$ cat config.mk
export PLATFORM = sky130hd
export DESIGN_NAME = ft8_timer
export DESIGN_NICKNAME = d
export VERILOG_FILES = /design/src/ft8_pkg.sv /design/src/ft8_timer.sv
export SDC_FILE = /design/constraint.sdc
export NUM_CORES = 1
export LEC_CHECK = 0
export ABC_AREA = 1
export BUFFER_PORTS_ARGS = -buffer_cell sky130_fd_sc_hd__buf_2
export CORE_ASPECT_RATIO = 0.7
export CORE_UTILIZATION = 45
export DETAILED_ROUTE_END_ITERATION = 12
export HOLD_SLACK_MARGIN = 0.06
export PLACE_DENSITY = 0.8
export SYNTH_ARGS = -nofsm -noshare
export SYNTH_HDL_FRONTEND = slang
export SYNTH_SLANG_ARGS = --single-unit
$ cat constraint.sdc
create_clock -name mclk -period 5.3 [get_ports mclk]
set_clock_uncertainty 0.2 [all_clocks]
set_input_delay 1.06 -clock mclk [delete_from_list [all_inputs] [get_ports mclk]]
set_output_delay 1.06 -clock mclk [all_outputs]
set_load 0.01 [all_outputs]
$ cat src/ft8_pkg.sv
// constants for the 8-bit down-counting timer with fine-adjust mode
// assumes a 16-bit register port addressed by the printed byte offsets
package ft8_pkg;

    // register port geometry
    localparam int ADDR_W = 16;                  // register address width
    localparam int DATA_W = 16;                  // register data width

    // register offsets
    localparam logic [15:0] OFF_CLK  = 16'h4200; // count_clock_divider_select
    localparam logic [15:0] OFF_TR   = 16'h4202; // timer_reload_value
    localparam logic [15:0] OFF_TC   = 16'h4204; // timer_count_readout
    localparam logic [15:0] OFF_CTL  = 16'h4206; // timer_control
    localparam logic [15:0] OFF_STAT = 16'h4208; // event status, write one to clear
    localparam logic [15:0] OFF_MASK = 16'h420a; // event mask

    // divider field codes
    localparam logic [3:0] DIV_UNDIV = 4'h0;     // undivided peripheral clock
    localparam logic [3:0] DIV_RSVD  = 4'hf;     // reserved, no count clock

    // prescaler taps: /2 up to /16384
    localparam int TAP_N = 14;

    // control register field positions
    localparam int CTL_RUN_BIT    = 0;           // run_stop_bit
    localparam int CTL_REINIT_BIT = 1;           // counter_reinit_bit, write-only
    localparam int CTL_MODE_BIT   = 4;           // oneshot_repeat_select
    localparam int CTL_FINE_LSB   = 8;           // fine_delay_count low bit
    localparam int CTL_FINE_MSB   = 11;          // fine_delay_count high bit

    // status and mask layout
    localparam int STAT_W       = 2;
    localparam int STAT_UF_BIT  = 0;             // counter underflow
    localparam int STAT_OS_BIT  = 1;             // one-shot run finished

    // reset values
    localparam logic [3:0] RST_DIV    = 4'h0;
    localparam logic [7:0] RST_RELOAD = 8'h00;
    localparam logic [7:0] RST_COUNT  = 8'hff;
    localparam logic [3:0] RST_FINE   = 4'h0;
    localparam logic [STAT_W-1:0] RST_STAT = 2'h0;
    localparam logic [STAT_W-1:0] RST_MASK = 2'h0;

    // fine mode spreads its delays over this many underflows
    localparam int FINE_WINDOW = 16;

endpackage : ft8_pkg

$ cat src/ft8_timer.sv
// 8-bit down-counting timer with fine-adjust mode, register port and event interrupt
// assumes the prescaler taps come from logic on mclk (no synchronisers) and that
// the register master follows the one-cycle strobe protocol with read data a cycle later
//
// Local design decision: the strobed register port.
`timescale 1ns/1ns

module ft8_timer
    import ft8_pkg::*;
#(
    parameter int TAPS = ft8_pkg::TAP_N      // number of divided prescaler taps
) (
    input  wire logic                      mclk,        // peripheral clock, 20 MHz
    input  wire logic                      rst_b,       // asynchronous reset, active low
    input  wire logic [ft8_pkg::ADDR_W-1:0] bus_addr,   // register address
    input  wire logic [ft8_pkg::DATA_W-1:0] bus_wdata,  // register write data
    input  wire logic                      bus_wr,      // write strobe
    input  wire logic                      bus_rd,      // read strobe
    output logic      [ft8_pkg::DATA_W-1:0] bus_rdata,  // read data, cycle after strobe
    input  wire logic [TAPS-1:0]           psc_tap,     // prescaler outputs /2 .. /16384
    output logic                           timer_uf,    // underflow pulse
    output logic                           irq          // level interrupt
);
    import ft8_pkg::*;

    ////////////////////////////////////////////////////////////////////////////
    // reset release

    logic [1:0] rst_sync_q;                  // two-stage release of rst_b
    logic       rst_n;                       // synchronised reset, active low

    // release through two flops so no flop leaves reset on a ragged edge
    always_ff @(posedge mclk or negedge rst_b) begin
        if (!rst_b) begin
            rst_sync_q <= 2'h0;
        end else begin
            rst_sync_q <= {rst_sync_q[0], 1'b1};
        end
    end
    assign rst_n = rst_sync_q[1];

    ////////////////////////////////////////////////////////////////////////////
    // state

    logic [3:0]        code_q;               // clock_divider_code
    logic [7:0]        reload_q;             // reload_value
    logic [7:0]        count_q;              // count_value
    logic [3:0]        fine_q;               // fine_delay_count
    logic              oneshot_q;            // oneshot_repeat_select
    logic              run_q;                // run_stop_bit
    logic [3:0]        win_q;                // underflow index inside the window
    logic              pend_q;               // delay tick in progress
    logic              tap_prev_q;           // selected tap, last cycle
    logic [STAT_W-1:0] stat_q;               // sticky events
    logic [STAT_W-1:0] mask_q;               // event mask
    logic [DATA_W-1:0] rdata_q;              // read data register
    logic              uf_q;                 // underflow pulse register

    ////////////////////////////////////////////////////////////////////////////
    // address decode

    wire sel_clk  = (bus_addr == OFF_CLK);   // divider select
    wire sel_tr   = (bus_addr == OFF_TR);    // reload value
    wire sel_tc   = (bus_addr == OFF_TC);    // count readout
    wire sel_ctl  = (bus_addr == OFF_CTL);   // control
    wire sel_stat = (bus_addr == OFF_STAT);  // status
    wire sel_mask = (bus_addr == OFF_MASK);  // mask

    wire wr_clk   = bus_wr & sel_clk;
    wire wr_tr    = bus_wr & sel_tr;
    wire wr_ctl   = bus_wr & sel_ctl;
    wire wr_stat  = bus_wr & sel_stat;
    wire wr_mask  = bus_wr & sel_mask;

    // a one written to the reinit bit restarts the counter; a zero does nothing
    wire reinit   = wr_ctl & bus_wdata[CTL_REINIT_BIT];

    ////////////////////////////////////////////////////////////////////////////
    // count clock selection

    // tap vector indexed directly by the code: slot 0 and slot 15 unused
    wire [15:0] tap_ext = {1'b0, psc_tap, 1'b0};
    wire        tap_cur = tap_ext[code_q];
    wire        tap_rise = tap_cur & ~tap_prev_q;

    // code 0 ticks every cycle, reserved code never ticks
    wire tick = (code_q == DIV_UNDIV) ? 1'b1 :
                (code_q == DIV_RSVD)  ? 1'b0 : tap_rise;

    // changing the code may show one spurious edge; software changes it while stopped
    always_ff @(posedge mclk or negedge rst_n) begin
        if (!rst_n) begin
            tap_prev_q <= 1'b0;
        end else begin
            tap_prev_q <= tap_cur;
        end
    end

    ////////////////////////////////////////////////////////////////////////////
    // counting and fine mode

    wire       step    = run_q & tick;
    wire       at_zero = (count_q == 8'h00);
    // bit-reversed index gives an even spread of the delayed underflows
    wire [3:0] win_rev = {win_q[0], win_q[1], win_q[2], win_q[3]};
    wire       need_dly = (win_rev < fine_q);
    // the delayed underflow holds at zero for one extra count tick
    wire       hold    = step & at_zero & need_dly & ~pend_q;
    wire       uflow   = step & at_zero & ~hold;
    wire       os_done = uflow & oneshot_q;

    wire [7:0] count_d = reinit             ? reload_q :
                         uflow              ? reload_q :
                         (step & ~at_zero)  ? count_q - 8'h01 :
                         count_q;
    wire       pend_d  = reinit ? 1'b0 : hold ? 1'b1 : uflow ? 1'b0 : pend_q;
    wire [3:0] win_d   = reinit ? 4'h0 : uflow ? win_q + 4'h1 : win_q;
    // a software write to control wins over the one-shot stop
    wire       run_d   = wr_ctl  ? bus_wdata[CTL_RUN_BIT] :
                         os_done ? 1'b0 : run_q;

    // counter, window index and delay flag
    always_ff @(posedge mclk or negedge rst_n) begin
        if (!rst_n) begin
            count_q <= RST_COUNT;
            pend_q  <= 1'b0;
            win_q   <= 4'h0;
            run_q   <= 1'b0;
            uf_q    <= 1'b0;
        end else begin
            count_q <= count_d;
            pend_q  <= pend_d;
            win_q   <= win_d;
            run_q   <= run_d;
            uf_q    <= uflow;
        end
    end

    ////////////////////////////////////////////////////////////////////////////
    // software-written configuration

    // divider code
    always_ff @(posedge mclk or negedge rst_n) begin
        if (!rst_n) begin
            code_q <= RST_DIV;
        end else if (wr_clk) begin
            code_q <= bus_wdata[3:0];
        end
    end

    // reload value, low byte only
    always_ff @(posedge mclk or negedge rst_n) begin
        if (!rst_n) begin
            reload_q <= RST_RELOAD;
        end else if (wr_tr) begin
            reload_q <= bus_wdata[7:0];
        end
    end

    // control fields other than run
    always_ff @(posedge mclk or negedge rst_n) begin
        if (!rst_n) begin
            fine_q    <= RST_FINE;
            oneshot_q <= 1'b0;
        end else if (wr_ctl) begin
            fine_q    <= bus_wdata[CTL_FINE_MSB:CTL_FINE_LSB];
            oneshot_q <= bus_wdata[CTL_MODE_BIT];
        end
    end

    ////////////////////////////////////////////////////////////////////////////
    // events and interrupt

    wire [STAT_W-1:0] evt   = {os_done, uflow};
    wire [STAT_W-1:0] w1c   = wr_stat ? bus_wdata[STAT_W-1:0] : {STAT_W{1'b0}};
    // an event in the clearing cycle survives: set wins over clear
    wire [STAT_W-1:0] stat_d = (stat_q & ~w1c) | evt;

    // sticky status and mask
    always_ff @(posedge mclk or negedge rst_n) begin
        if (!rst_n) begin
            stat_q <= RST_STAT;
            mask_q <= RST_MASK;
        end else begin
            stat_q <= stat_d;
            if (wr_mask) begin
                mask_q <= bus_wdata[STAT_W-1:0];
            end
        end
    end

    assign irq      = |(stat_q & mask_q);
    assign timer_uf = uf_q;

    ////////////////////////////////////////////////////////////////////////////
    // read path

    wire [DATA_W-1:0] rd_clk  = {12'h000, code_q};
    wire [DATA_W-1:0] rd_tr   = {8'h00, reload_q};
    wire [DATA_W-1:0] rd_tc   = {8'h00, count_q};
    // reinit bit is write-only and reads as zero
    wire [DATA_W-1:0] rd_ctl  = {4'h0, fine_q, 3'h0, oneshot_q, 3'h0, run_q};
    wire [DATA_W-1:0] rd_stat = {14'h0000, stat_q};
    wire [DATA_W-1:0] rd_mask = {14'h0000, mask_q};
    // unmapped addresses read as zero
    wire [DATA_W-1:0] rd_mux  = sel_clk  ? rd_clk  :
                                sel_tr   ? rd_tr   :
                                sel_tc   ? rd_tc   :
                                sel_ctl  ? rd_ctl  :
                                sel_stat ? rd_stat :
                                sel_mask ? rd_mask : 16'h0000;

    // data stands only in the cycle after the strobe
    always_ff @(posedge mclk or negedge rst_n) begin
        if (!rst_n) begin
            rdata_q <= 16'h0000;
        end else begin
            rdata_q <= bus_rd ? rd_mux : 16'h0000;
        end
    end
    assign bus_rdata = rdata_q;
endmodule : ft8_timer

==> results.py, run 1 <==
metrics = {
    "status": {
        "outcome": "completed",
    },
    "yosys": {
        "yosysSeqAreaShare_pct": 44.12,
        "synthAdderAreaFrac_pct": 2.146,
        "ys_ff_latch": 51,
        "yosys_most_used_dff": "dfrtp_1",
        "synth_compound_area_share_pct": 9.957,
        "synthXorXnorAreaFrac_pct": 1.803,
        "synth-simple-area-share_pct": 30.26,
        "synth_warnings": 0,
        "synth.distinct_cells": 40,
        "async_flop_share_pct": 100.0,
        "avgSynthCellArea_sq_um": 7.712,
        "synth_edf_count": 0,
        "netlist_area_sq_um": 2915,
        "synthMuxAreaShare_pct": 0.3863,
        "synth_cells": 378,
        "synth_top_family_by_area": "simple AND/OR/NAND/NOR gates",
    },
    "critical_path": {
        "critPathBufInv": 2,
        "reg2regPathDepth": 13,
        "cp-end-kind": "register",
        "cp_top_family": "simple AND/OR/NAND/NOR gates",
        "rrSetupSlack_ps": 2250,
        "worst_path_largest_cell_delay_ps": 780,
        "path_max_fanout": 20,
        "cp_data_required_time_ps": 5300,
        "startpoint_type": "primary input",
        "critPathArrivalTime_ps": 3470,
        "path_class": "in2reg",
        "r2r-start": "code_q[0]",
        "crit_top_cell": "nand2_1",
        "slowest_stage": "nand4_1",
        "r2r-end": "win_q[0]",
        "crit_chain": "buf_2 > nor2_1 > nand2_1 > nor4_1 > nand4_1 > nand2_1 > inv_1 > nand2_1 > nand2_1",
    },
    "final_layout": {
        "insertedDiodeCount": 0,
        "drive_gt1_share_pct": 21.89,
        "syn_to_final_growth_pct": 13.99,
        "fin_nets": 488,
    },
    "pwr": {
        "combPwrFrac_pct": 5.6,
        "swShare_pct": 23.33,
        "p_switching_w": 0.0001678,
        "p_int_w": 0.0005514,
        "ir_worst_vdd_uv": 97.88,
        "p_leak_nw": 1.771,
        "pwr-share-clk_pct": 38.9,
        "power_density_nw_per_um2": 216.4,
        "seqPwrFrac_pct": 55.5,
    },
    "floorplanning": {
        "rows": 24,
        "io-pin-count": 68,
        "die_h_microns": 69.34,
        "die_w_microns": 98.20,
        "dieArea_sq_um": 6809,
        "core_area_sq_um": 6246,
        "start_util_pct": 46.67,
    },
    "clocking": {
        "cts_root_buf": "clkbuf_8",
        "cts_buffers": 5,
        "cts_resized": 0,
        "postCtsHoldBufs": 0,
        "htreeDepth": 2,
        "clkTransAtPathRegs_ps": 100,
        "clockBufferDepth": 2,
        "cts_sinks": 51,
        "post-cts-setup-buffers": 0,
        "clkLatencyLatePin_ps": 310,
        "cts_tree": "built",
    },
    "grt": {
        "grt_usage_pct": 21.71,
        "grt_pass1_wl_mm": 11.81,
        "grt_use_met2_pct": 34.59,
        "grt_start_max_net_pins": 50,
        "grt-ovfl-total": 0,
        "use_met3_pct": 3.730,
        "antenna_found_initial": 0,
        "grt_pass1_vias": 2596,
        "top_usage_layer": "met2",
        "grt_use_met1_pct": 30.90,
    },
    "route": {
        "firstDrtPassIters": 6,
        "vias_per_cell": 5.213,
        "drc": 0,
        "drt-total-wl_mm": 6.665,
        "drtIter0Drc": 177,
        "num_vias": 2669,
        "wl_per_cell_microns": 13.02,
        "drt.antenna.violating_nets": 0,
    },
    "timing": {
        "worstMarginPinSlew_ps": 1061,
        "max_freq_mhz": 287.8,
        "setup_viol": 0,
        "fin_crit_ps": 3475,
        "slew_viol_final": 0,
        "period_share_pct": 65.57,
        "setup-tns-final_ps": 0,
        "hold_violations": 0,
        "timing.hold.ws_ps": 171.9,
        "rsz0062_at_grt": "false",
        "max_slew_margin_pct": 29.30,
    },
    "worst_hold_path": {
        "holdPathStages": 0,
        "worstHoldPathType": "reg2reg",
        "min_to": "rst_sync_q[1]",
        "min_from": "rst_sync_q[0]",
    },
    "placed_design": {
        "port-buffer-count": 59,
        "place_hpwl_mm": 5.019,
        "gp_congestion": 0.8950,
    },
    "flow_run": {
        "cap_violations": 0,
    },
}
[layout make-up]
cell class	instances	area, sq um
Clock inverter	3	46.29
Timing Repair Buffer	59	295.3
Sequential cell	51	1287
Fill cell	627	2923
Multi-Input combinational cell	260	1318
Inverter	56	210.2
Tap cell	78	97.59
Clock buffer	5	68.82
[power by group through the flow]
stage	clock network, W	logic (W)	registers (W)
2_1_floorplan	0	0.0000200	0.000404
3_5_place_dp	0	0.0000401	0.000407
3_3_place_gp	0	0.0000378	0.000407
6_report	0.000280	0.0000405	0.000399
4_1_cts	0.000288	0.0000402	0.000400
5_1_grt	0.000303	0.0000453	0.000401
[cell usage in the layout, fill, tap and decap left out, drive strengths merged, types with 5 or more instances in the layout]
| cell | count |
|---|---|
| inv | 56 |
| nand4 | 19 |
| nand2 | 92 |
| dfrtp | 43 |
| xor2 | 5 |
| o21ai | 24 |
| clkbuf | 5 |
| nor3 | 8 |
| nor2 | 37 |
| a21oi | 19 |
| nand3 | 30 |
| dfstp | 8 |
| ha | 5 |
| conb | 5 |
| buf | 59 |
[flip-flops by register name, summed over array words and instances (netlist names)]
register,cells
bus_rdata,12
code_q,4
count_q,8
fine_q,4
mask_q,2
oneshot_q,1
pend_q,1
reload_q,8
rst_sync_q,2
run_q,1
stat_q,2
tap_prev_q,1
timer_uf,1
win_q,4
[routing by layer]
| metal | wire [microns] | part of all wire (%) | up-vias |
|---|---|---|---|
| li1 | - | - | 1320 |
| met1 | 3182 | 48 | 1245 |
| met3 | 442 | 6.6 | 14 |
| met4 | 103 | 1.5 | 0 |
| met2 | 2937 | 44 | 90 |
| met5 | 0 | 0 | - |
[kinds of logic after synthesis]
logic type	Yosys count
and+or+nand+nor	192
muxes	1
DFF	51
other	2
buffers and inverters	70
xor gates and xnor gates	6
adders and majority gates	5
AOI/OAI and AO/OA	51
[through the flow]
stage	util [%]	total power (W)	worst slack [ps]	std cells	area, sq um
4_1_cts	53.21	0.0007280	1850	512	3323
6_report	53.21	0.0007192	1825	512	3323
2_1_floorplan	-	0.0004243	2872	381	2927
3_5_place_dp	51.36	0.0004471	1512	504	3208
5_1_grt	53.21	0.0007490	1544	512	3323
3_3_place_gp	51.36	0.0004445	1657	504	3208
[synthesized netlist by cell type (2+ instances only)]
cell	n	area, sq um
o21ai_0	23	115.1
nor2_1	33	123.9
or2_1	2	12.51
dfstp_2	8	210.2
nand4_1	18	112.6
nand2_2	4	25.02
nand3b_1	2	15.01
nor2_2	3	18.77
nor3_1	8	40.04
xor2_1	5	43.79
buf_2	2	10.01
dfrtp_1	43	1076
conb_1	2	7.510
buf_4	5	37.54
a21oi_1	19	95.09
ha_1	5	62.56
nand3_1	28	140.1
nand3_2	2	20.02
buf_6	3	33.78
o211ai_1	2	15.01
nand2_1	87	326.6
inv_1	52	195.2
clkbuf_1	3	11.26
inv_2	3	11.26
[how the worst max path moves through the flow]
stage | end | slack, ps | depth (start not counted) | startpoint
3_3_place_gp | win_q[1] | 1660 | 9 | bus_addr[7]
6_report | win_q[0] | 1820 | 9 | bus_addr[7]
4_1_cts | win_q[0] | 1850 | 9 | bus_addr[7]
3_5_place_dp | win_q[0] | 1510 | 9 | bus_addr[7]
5_1_grt | win_q[2] | 1540 | 9 | bus_addr[7]
2_1_floorplan | win_q[3] | 2870 | 8 | bus_addr[7]
Note: power is estimated with default switching activity, not from simulation.
==> inputs of run 2 (changes only) <==
--- a/config.mk
+++ b/config.mk
@@ -11,7 +11,7 @@
 export CORE_UTILIZATION = 45
 export DETAILED_ROUTE_END_ITERATION = 12
 export HOLD_SLACK_MARGIN = 0.06
-export PLACE_DENSITY = 0.8
+export PLACE_DENSITY = 0.82
 export SYNTH_ARGS = -nofsm -noshare
 export SYNTH_HDL_FRONTEND = slang
 export SYNTH_SLANG_ARGS = --single-unit
==> constraint.sdc (replaced) <==
create_clock -name mclk -period 3.1 [get_ports mclk]
set_clock_uncertainty 0.2 [all_clocks]
set_input_delay 0.62 -clock mclk [delete_from_list [all_inputs] [get_ports mclk]]
set_output_delay 0.62 -clock mclk [all_outputs]
set_load 0.01 [all_outputs]
==> run 2 against run 1 <==
  * Setup slack worse by 1200 ps
  * Cell area hardly changed
  * Via count is 0.49% higher
==> results.py, run 2 (synthesis gave the netlist of run 1 again) <==
metrics = {
    "status": {
        "outcome": "completed",
    },
    "grt": {
        "grt_pass1_wl_mm": 11.81,
        "grt_pass1_vias": 2577,
        "grt-ovfl-total": 0,
        "grt_start_max_net_pins": 50,
        "antenna_found_initial": 0,
        "grt_usage_pct": 21.60,
    },
    "route": {
        "vias_per_cell": 5.208,
        "drt-total-wl_mm": 6.793,
        "num_vias": 2682,
        "drtIter0Drc": 191,
        "drt.antenna.violating_nets": 0,
        "drc": 0,
        "firstDrtPassIters": 4,
        "wl_per_cell_microns": 13.19,
    },
    "final_layout": {
        "fin_nets": 491,
        "layout_common_cells": "87 x nand2_1, 59 x buf_2, 52 x inv_1",
        "utilization_pct": 53.25,
        "syn_to_final_growth_pct": 14.08,
        "insertedDiodeCount": 0,
        "drive_gt1_share_pct": 22.20,
        "largest_reg_flops": 12,
        "num-fill-cells": 638,
        "final_common_cell": "nand2_1",
    },
    "timing": {
        "worstMarginPinSlew_ps": 1068,
        "max_freq_mhz": 404.4,
        "slew_viol_final": 0,
        "rsz0062_at_grt": "false",
        "fin_ws_ps": 627.3,
        "hold_violations": 0,
        "setup_viol": 0,
        "period_share_pct": 79.77,
        "setup-tns-final_ps": 0,
        "fin_crit_ps": 2473,
        "max_slew_margin_pct": 28.78,
    },
    "placed_design": {
        "place_hpwl_mm": 5.082,
        "port-buffer-count": 59,
        "gp_congestion": 0.8768,
        "place_ws_ps": 670.6,
    },
    "worst_hold_path": {
        "min_to": "rst_sync_q[1]",
        "worstHoldPathType": "reg2reg",
        "holdPathStages": 0,
        "min_from": "rst_sync_q[0]",
    },
    "critical_path": {
        "rrSetupSlack_ps": 630,
        "critPathArrivalTime_ps": 2480,
        "r2r-end": "win_q[2]",
        "r2r-start": "code_q[0]",
        "path_max_fanout": 11,
        "startpoint_type": "register",
        "reg2regPathDepth": 13,
        "cp-end-kind": "register",
        "cp_data_required_time_ps": 3110,
        "path_class": "reg2reg",
    },
    "floorplanning": {
        "dieArea_sq_um": 6809,
        "io-pin-count": 68,
        "die_h_microns": 69.34,
        "core_area_sq_um": 6246,
        "start_util_pct": 46.67,
        "rows": 24,
        "die_w_microns": 98.20,
    },
    "pwr": {
        "ir_worst_vdd_uv": 263.5,
        "p_leak_nw": 1.770,
        "power_density_nw_per_um2": 347.8,
    },
    "clocking": {
        "cts_root_buf": "clkbuf_8",
        "cts_resized": 0,
        "post-cts-setup-buffers": 0,
        "cts_sinks": 51,
        "clkLatencyLatePin_ps": 310,
        "clockBufferDepth": 2,
        "clkTransAtPathRegs_ps": 100,
        "cts_tree": "built",
        "htreeDepth": 2,
        "cts_buffers": 5,
    },
    "flow_run": {
        "cap_violations": 0,
    },
}
run 2: worst max path at each step:
stage | startpoint | end | slack, ps | cells past startpoint
6_report | code_q[0] | win_q[2] | 630 | 13
2_1_floorplan | bus_addr[7] | win_q[3] | 1110 | 8
5_1_grt | code_q[0] | win_q[0] | 430 | 13
3_3_place_gp | bus_addr[7] | win_q[1] | 720 | 9
3_5_place_dp | bus_addr[5] | win_q[2] | 670 | 9
4_1_cts | code_q[0] | win_q[2] | 680 | 13
run 2: critical path, cell delays in order, from the launching register on:
cell	delay, ps
dfrtp_1	600
inv_1	210
nand2_1	100
nand3_1	60
nand2_1	120
nand2_2	70
nand2_2	80
o21bai_4	60
nand2_4	130
nand4_2	100
nand2_1	360
inv_1	130
nand2_1	90
nand2_1	50
run 2: where the power goes:
part	internal (W)	total [W]	switching [W]
sequential	0.000669	0.000682	0.0000135
clock	0.000162	0.000405	0.000243
combinational	0.0000317	0.0000697	0.0000380
total	0.000862	0.00116	0.000294
run 2: per-stage QoR:
step                       power, W  hold slack (ps)  instance area, sq um  std cells
after floorplan           0.0007254            124.4                  2927        381
after global placement    0.0007599            140.4                  3223        506
after detailed placement  0.0007639            137.2                  3223        506
after CTS                  0.001160            169.1                  3326        515
after global routing       0.001203            186.5                  3326        515
final                      0.001157            169.1                  3326        515
run 2: metal layers:
layer / up-vias / wire length [microns] / global-route usage [%]
li1: 1328 / - / -
met1: 1256 / 3280 / 32.02
met2: 90 / 3014 / 32.47
met3: 8 / 425 / 4.234
met4: 0 / 72 / 5.473
met5: - / 0 / 0
run 2: cell type report:
class / count / area, sq um / share of cell area, %
Clock buffer: 5 / 68.82 / 2.069
Clock inverter: 3 / 23.77 / 0.7148
Inverter: 56 / 210.2 / 6.321
Multi-Input combinational cell: 260 / 1318 / 39.62
Sequential cell: 51 / 1287 / 38.71
Tap cell: 78 / 97.59 / 2.935
Timing Repair Buffer: 62 / 320.3 / 9.631
run 2: what timing repair did:
item | CTS | global route
hold endpoints to repair | 2 | 0
endpoints found under the setup margin | 0 | 0
hold buffers | 1 | 0
==> inputs of run 3 (changes only) <==
--- a/config.mk
+++ b/config.mk
@@ -5,13 +5,13 @@
 export SDC_FILE = /design/constraint.sdc
 export NUM_CORES = 1
 export LEC_CHECK = 0
-export ABC_AREA = 1
+export ABC_AREA = 0
 export BUFFER_PORTS_ARGS = -buffer_cell sky130_fd_sc_hd__buf_2
 export CORE_ASPECT_RATIO = 0.7
 export CORE_UTILIZATION = 45
 export DETAILED_ROUTE_END_ITERATION = 12
 export HOLD_SLACK_MARGIN = 0.06
-export PLACE_DENSITY = 0.82
+export PLACE_DENSITY = 0.8
 export SYNTH_ARGS = -nofsm -noshare
 export SYNTH_HDL_FRONTEND = slang
 export SYNTH_SLANG_ARGS = --single-unit
==> constraint.sdc (replaced) <==
create_clock -name mclk -period 2.5 [get_ports mclk]
set_clock_uncertainty 0.2 [all_clocks]
set_input_delay 0.5 -clock mclk [delete_from_list [all_inputs] [get_ports mclk]]
set_output_delay 0.5 -clock mclk [all_outputs]
set_load 0.01 [all_outputs]
==> run 3 against run 2 <==
  * First-iteration DRC count down 54%
  * Synthesized cell count down 30%
  * Total power up 26%
  * Routed wire length down 4.4%
  * Count of clock-buffer cells in the layout up 1
  * Critical path type unchanged
==> results.py, run 3 <==
metrics = {
    "status": {
        "outcome": "completed",
    },
    "timing": {
        "slew_viol_final": 0,
        "hold_violations": 0,
        "fin_crit_ps": 2399,
        "period_share_pct": 95.98,
        "rsz0062_at_grt": "false",
        "setup_viol": 0,
        "max_freq_mhz": 416.8,
        "worstMarginPinSlew_ps": 617.2,
        "max_slew_margin_pct": 58.86,
    },
    "final_layout": {
        "stdcell_area_sq_um": 3442,
        "layout_common_cells": "59 x buf_2, 40 x dfrtp_1, 22 x nor2_1",
        "syn_to_final_growth_pct": 21.35,
        "fin_nets": 395,
        "seqCellArea_sq_um": 1290,
        "layoutNonFillerInstCount": 416,
        "largest_reg_flops": 12,
        "insertedDiodeCount": 0,
        "drive_gt1_share_pct": 38.42,
        "final_common_cell": "buf_2",
        "multi_input_area_sq_um": 1450,
        "num-fill-cells": 487,
    },
    "yosys": {
        "ys_ff_latch": 51,
        "yosysSeqAreaShare_pct": 45.35,
        "synth_top_area_share_pct": 37.94,
        "avgSynthCellArea_sq_um": 10.74,
        "synth.top_cells.by_count": "43 x dfrtp_1, 22 x nor2_1, 15 x mux2_2, 15 x nand2_1, 14 x mux2i_1",
        "async_flop_share_pct": 100.0,
        "synthMostInstantiatedCell": "dfrtp_1",
        "yosys_most_used_dff": "dfrtp_1",
        "synthTopCellsByArea": "dfrtp_1 38%, dfstp_2 7.4%, mux2_2 6.0%, mux2i_1 4.9%, nor2_1 2.9%",
        "netlist_area_sq_um": 2836,
        "synth_warnings": 0,
        "synth.distinct_cells": 57,
        "synth_edf_count": 0,
        "synth_cells": 264,
        "synth_top_area_cell": "dfrtp_1",
    },
    "floorplanning": {
        "die_w_microns": 96.89,
        "dieArea_sq_um": 6630,
        "core_area_sq_um": 5899,
        "io-pin-count": 68,
        "rows": 23,
        "die_h_microns": 68.43,
        "start_util_pct": 48.08,
    },
    "critical_path": {
        "cp-startpoint": "code_q[0]",
        "path_class": "reg2reg",
        "rrSetupSlack_ps": 100,
        "r2r-start": "code_q[0]",
        "cp-end-kind": "register",
        "critPathArrivalTime_ps": 2440,
        "crit_end": "count_q[2]",
        "path_depth": 7,
        "critPathBufInv": 1,
        "worst_path_largest_cell_delay_ps": 470,
        "cp_data_required_time_ps": 2540,
        "startpoint_type": "register",
        "reg2regPathDepth": 7,
        "slowest_stage": "dfrtp_2",
        "path_max_fanout": 6,
        "cp_top_family": "compound AO/OA/AOI/OAI gates",
        "r2r-end": "count_q[2]",
        "crit_chain": "mux2_4 > a221o_1 > nand4_4 > a21boi_4 > a21oi_4 > buf_4 > mux2i_1",
    },
    "clocking": {
        "cts_tree": "built",
        "cts_sinks": 51,
        "htreeDepth": 2,
        "clockBufferDepth": 2,
        "clkLatencyLatePin_ps": 310,
        "cts_root_buf": "clkbuf_8",
        "clkTransAtPathRegs_ps": 100,
        "cts_buffers": 5,
    },
    "grt": {
        "grt_pass1_wl_mm": 10.32,
        "antenna_found_initial": 0,
        "grt-ovfl-total": 0,
        "grt_pass1_vias": 2142,
        "grt_start_max_net_pins": 50,
        "grt_usage_pct": 20.23,
    },
    "route": {
        "drt.antenna.violating_nets": 0,
        "wl_per_cell_microns": 15.61,
        "wl_met2_mm": 3.096,
        "vias_per_cell": 5.454,
        "routed.top_layer": "met4",
        "drt-total-wl_mm": 6.494,
        "route.met3.wl_microns": 363,
        "num_vias": 2269,
        "drc": 0,
        "drtIter0Drc": 87,
        "firstDrtPassIters": 4,
        "wl_met1_mm": 2.993,
    },
    "flow_run": {
        "cap_violations": 0,
    },
    "placed_design": {
        "place_area_sq_um": 3311,
        "dp_cells": 406,
        "gp_congestion": 0.8053,
        "place_hpwl_mm": 4.852,
        "port-buffer-count": 59,
    },
    "pwr": {
        "p_leak_nw": 1.639,
        "ir_worst_vdd_uv": 357.0,
        "power_density_nw_per_um2": 422.5,
    },
    "worst_hold_path": {
        "worstHoldPathType": "reg2async",
    },
}
run 3: cell count changes after synthesis, moves of 5 or more:
cell / before / now
nand2_1: 87 / 15
mux2_4: 0 / 5
nor2b_1: 0 / 9
o21ai_0: 23 / 12
nand3_1: 28 / 8
a21oi_1: 19 / 9
xor2_1: 5 / 0
inv_1: 52 / 13
mux2i_1: 0 / 14
mux2_2: 1 / 15
nor2_1: 33 / 22
nand4_1: 18 / 2
run 3: stage by stage:
| stage | util, % | hold WS, ps | TNS, ps | setup slack [ps] | total power (W) |
|---|---|---|---|---|---|
| 6_report | 58.35 | 163.8 | 0 | 100.6 | 0.001454 |
| 3_5_place_dp | 56.12 | 88.32 | -3.092 | -3.092 | 0.0009514 |
| 2_1_floorplan | - | 4.409 | 0 | 180.7 | 0.0008954 |
| 4_1_cts | 57.96 | 165.8 | 0 | 2.599 | 0.001464 |
| 3_3_place_gp | 56.12 | 85.18 | 0 | 54.24 | 0.0009470 |
| 5_1_grt | 58.35 | 178.1 | 0 | 18.65 | 0.001511 |
run 3: cell families (layout without fill, tap and decap cells):
family / Yosys count / after routing / synth area share [%]
mux: 37 / 37 / 14.73
buf+inv: 26 / 100 / 4.367
fa+ha+maj: 5 / 5 / 2.206
compound gates: 54 / 54 / 15.35
xor+xnor: 4 / 4 / 1.235
flops: 51 / 51 / 45.35
simple gates: 85 / 85 / 16.50
other cells: 2 / 5 / 0.2648
run 3: per-layer routing:
metal	global-route usage (%)	up-vias
met1	27.05	1113
met5	0	-
li1	-	1090
met2	33.19	61
met4	4.851	0
met3	5.516	5
run 3: worst min path at each step:
| stage | slack [ps] | cells after the start | from | end |
|---|---|---|---|---|
| 2_1_floorplan | 4 | 0 | rst_b | rst_sync_q[0] |
| 3_3_place_gp | 90 | 1 | rst_b | rst_sync_q[0] |
| 3_5_place_dp | 90 | 1 | rst_b | rst_sync_q[0] |
| 4_1_cts | 170 | 0 | rst_sync_q[0] | rst_sync_q[1] |
| 5_1_grt | 180 | 0 | rst_sync_q[0] | rst_sync_q[1] |
| 6_report | 160 | 1 | rst_sync_q[1] | fine_q[0] |
run 3: where the power goes:
group | switching, W | internal (W) | leakage, nW
clock network | 0.000291 | 0.000227 | 0.0474
registers | 0.000000858 | 0.000827 | 0.644
logic | 0.0000610 | 0.0000469 | 0.948
run 3: repair_timing:
action | 4_1_cts | 5_1_grt
endpoints found under the setup margin | 1 | 10
hold buffers | 1 | 0
pin swaps | 1 | 1
buffers inserted | 0 | 1
gates resized for setup | 0 | 4
hold endpoints to repair | 2 | 0
run 3: cell type report:
class	count	area share, %
clock buffer	6	2.399
clock inverter	2	0.4726
inverter	13	1.418
multi-input combinational	190	42.13
sequential	51	37.48
tap	75	2.726
timing repair buffer	79	13.38
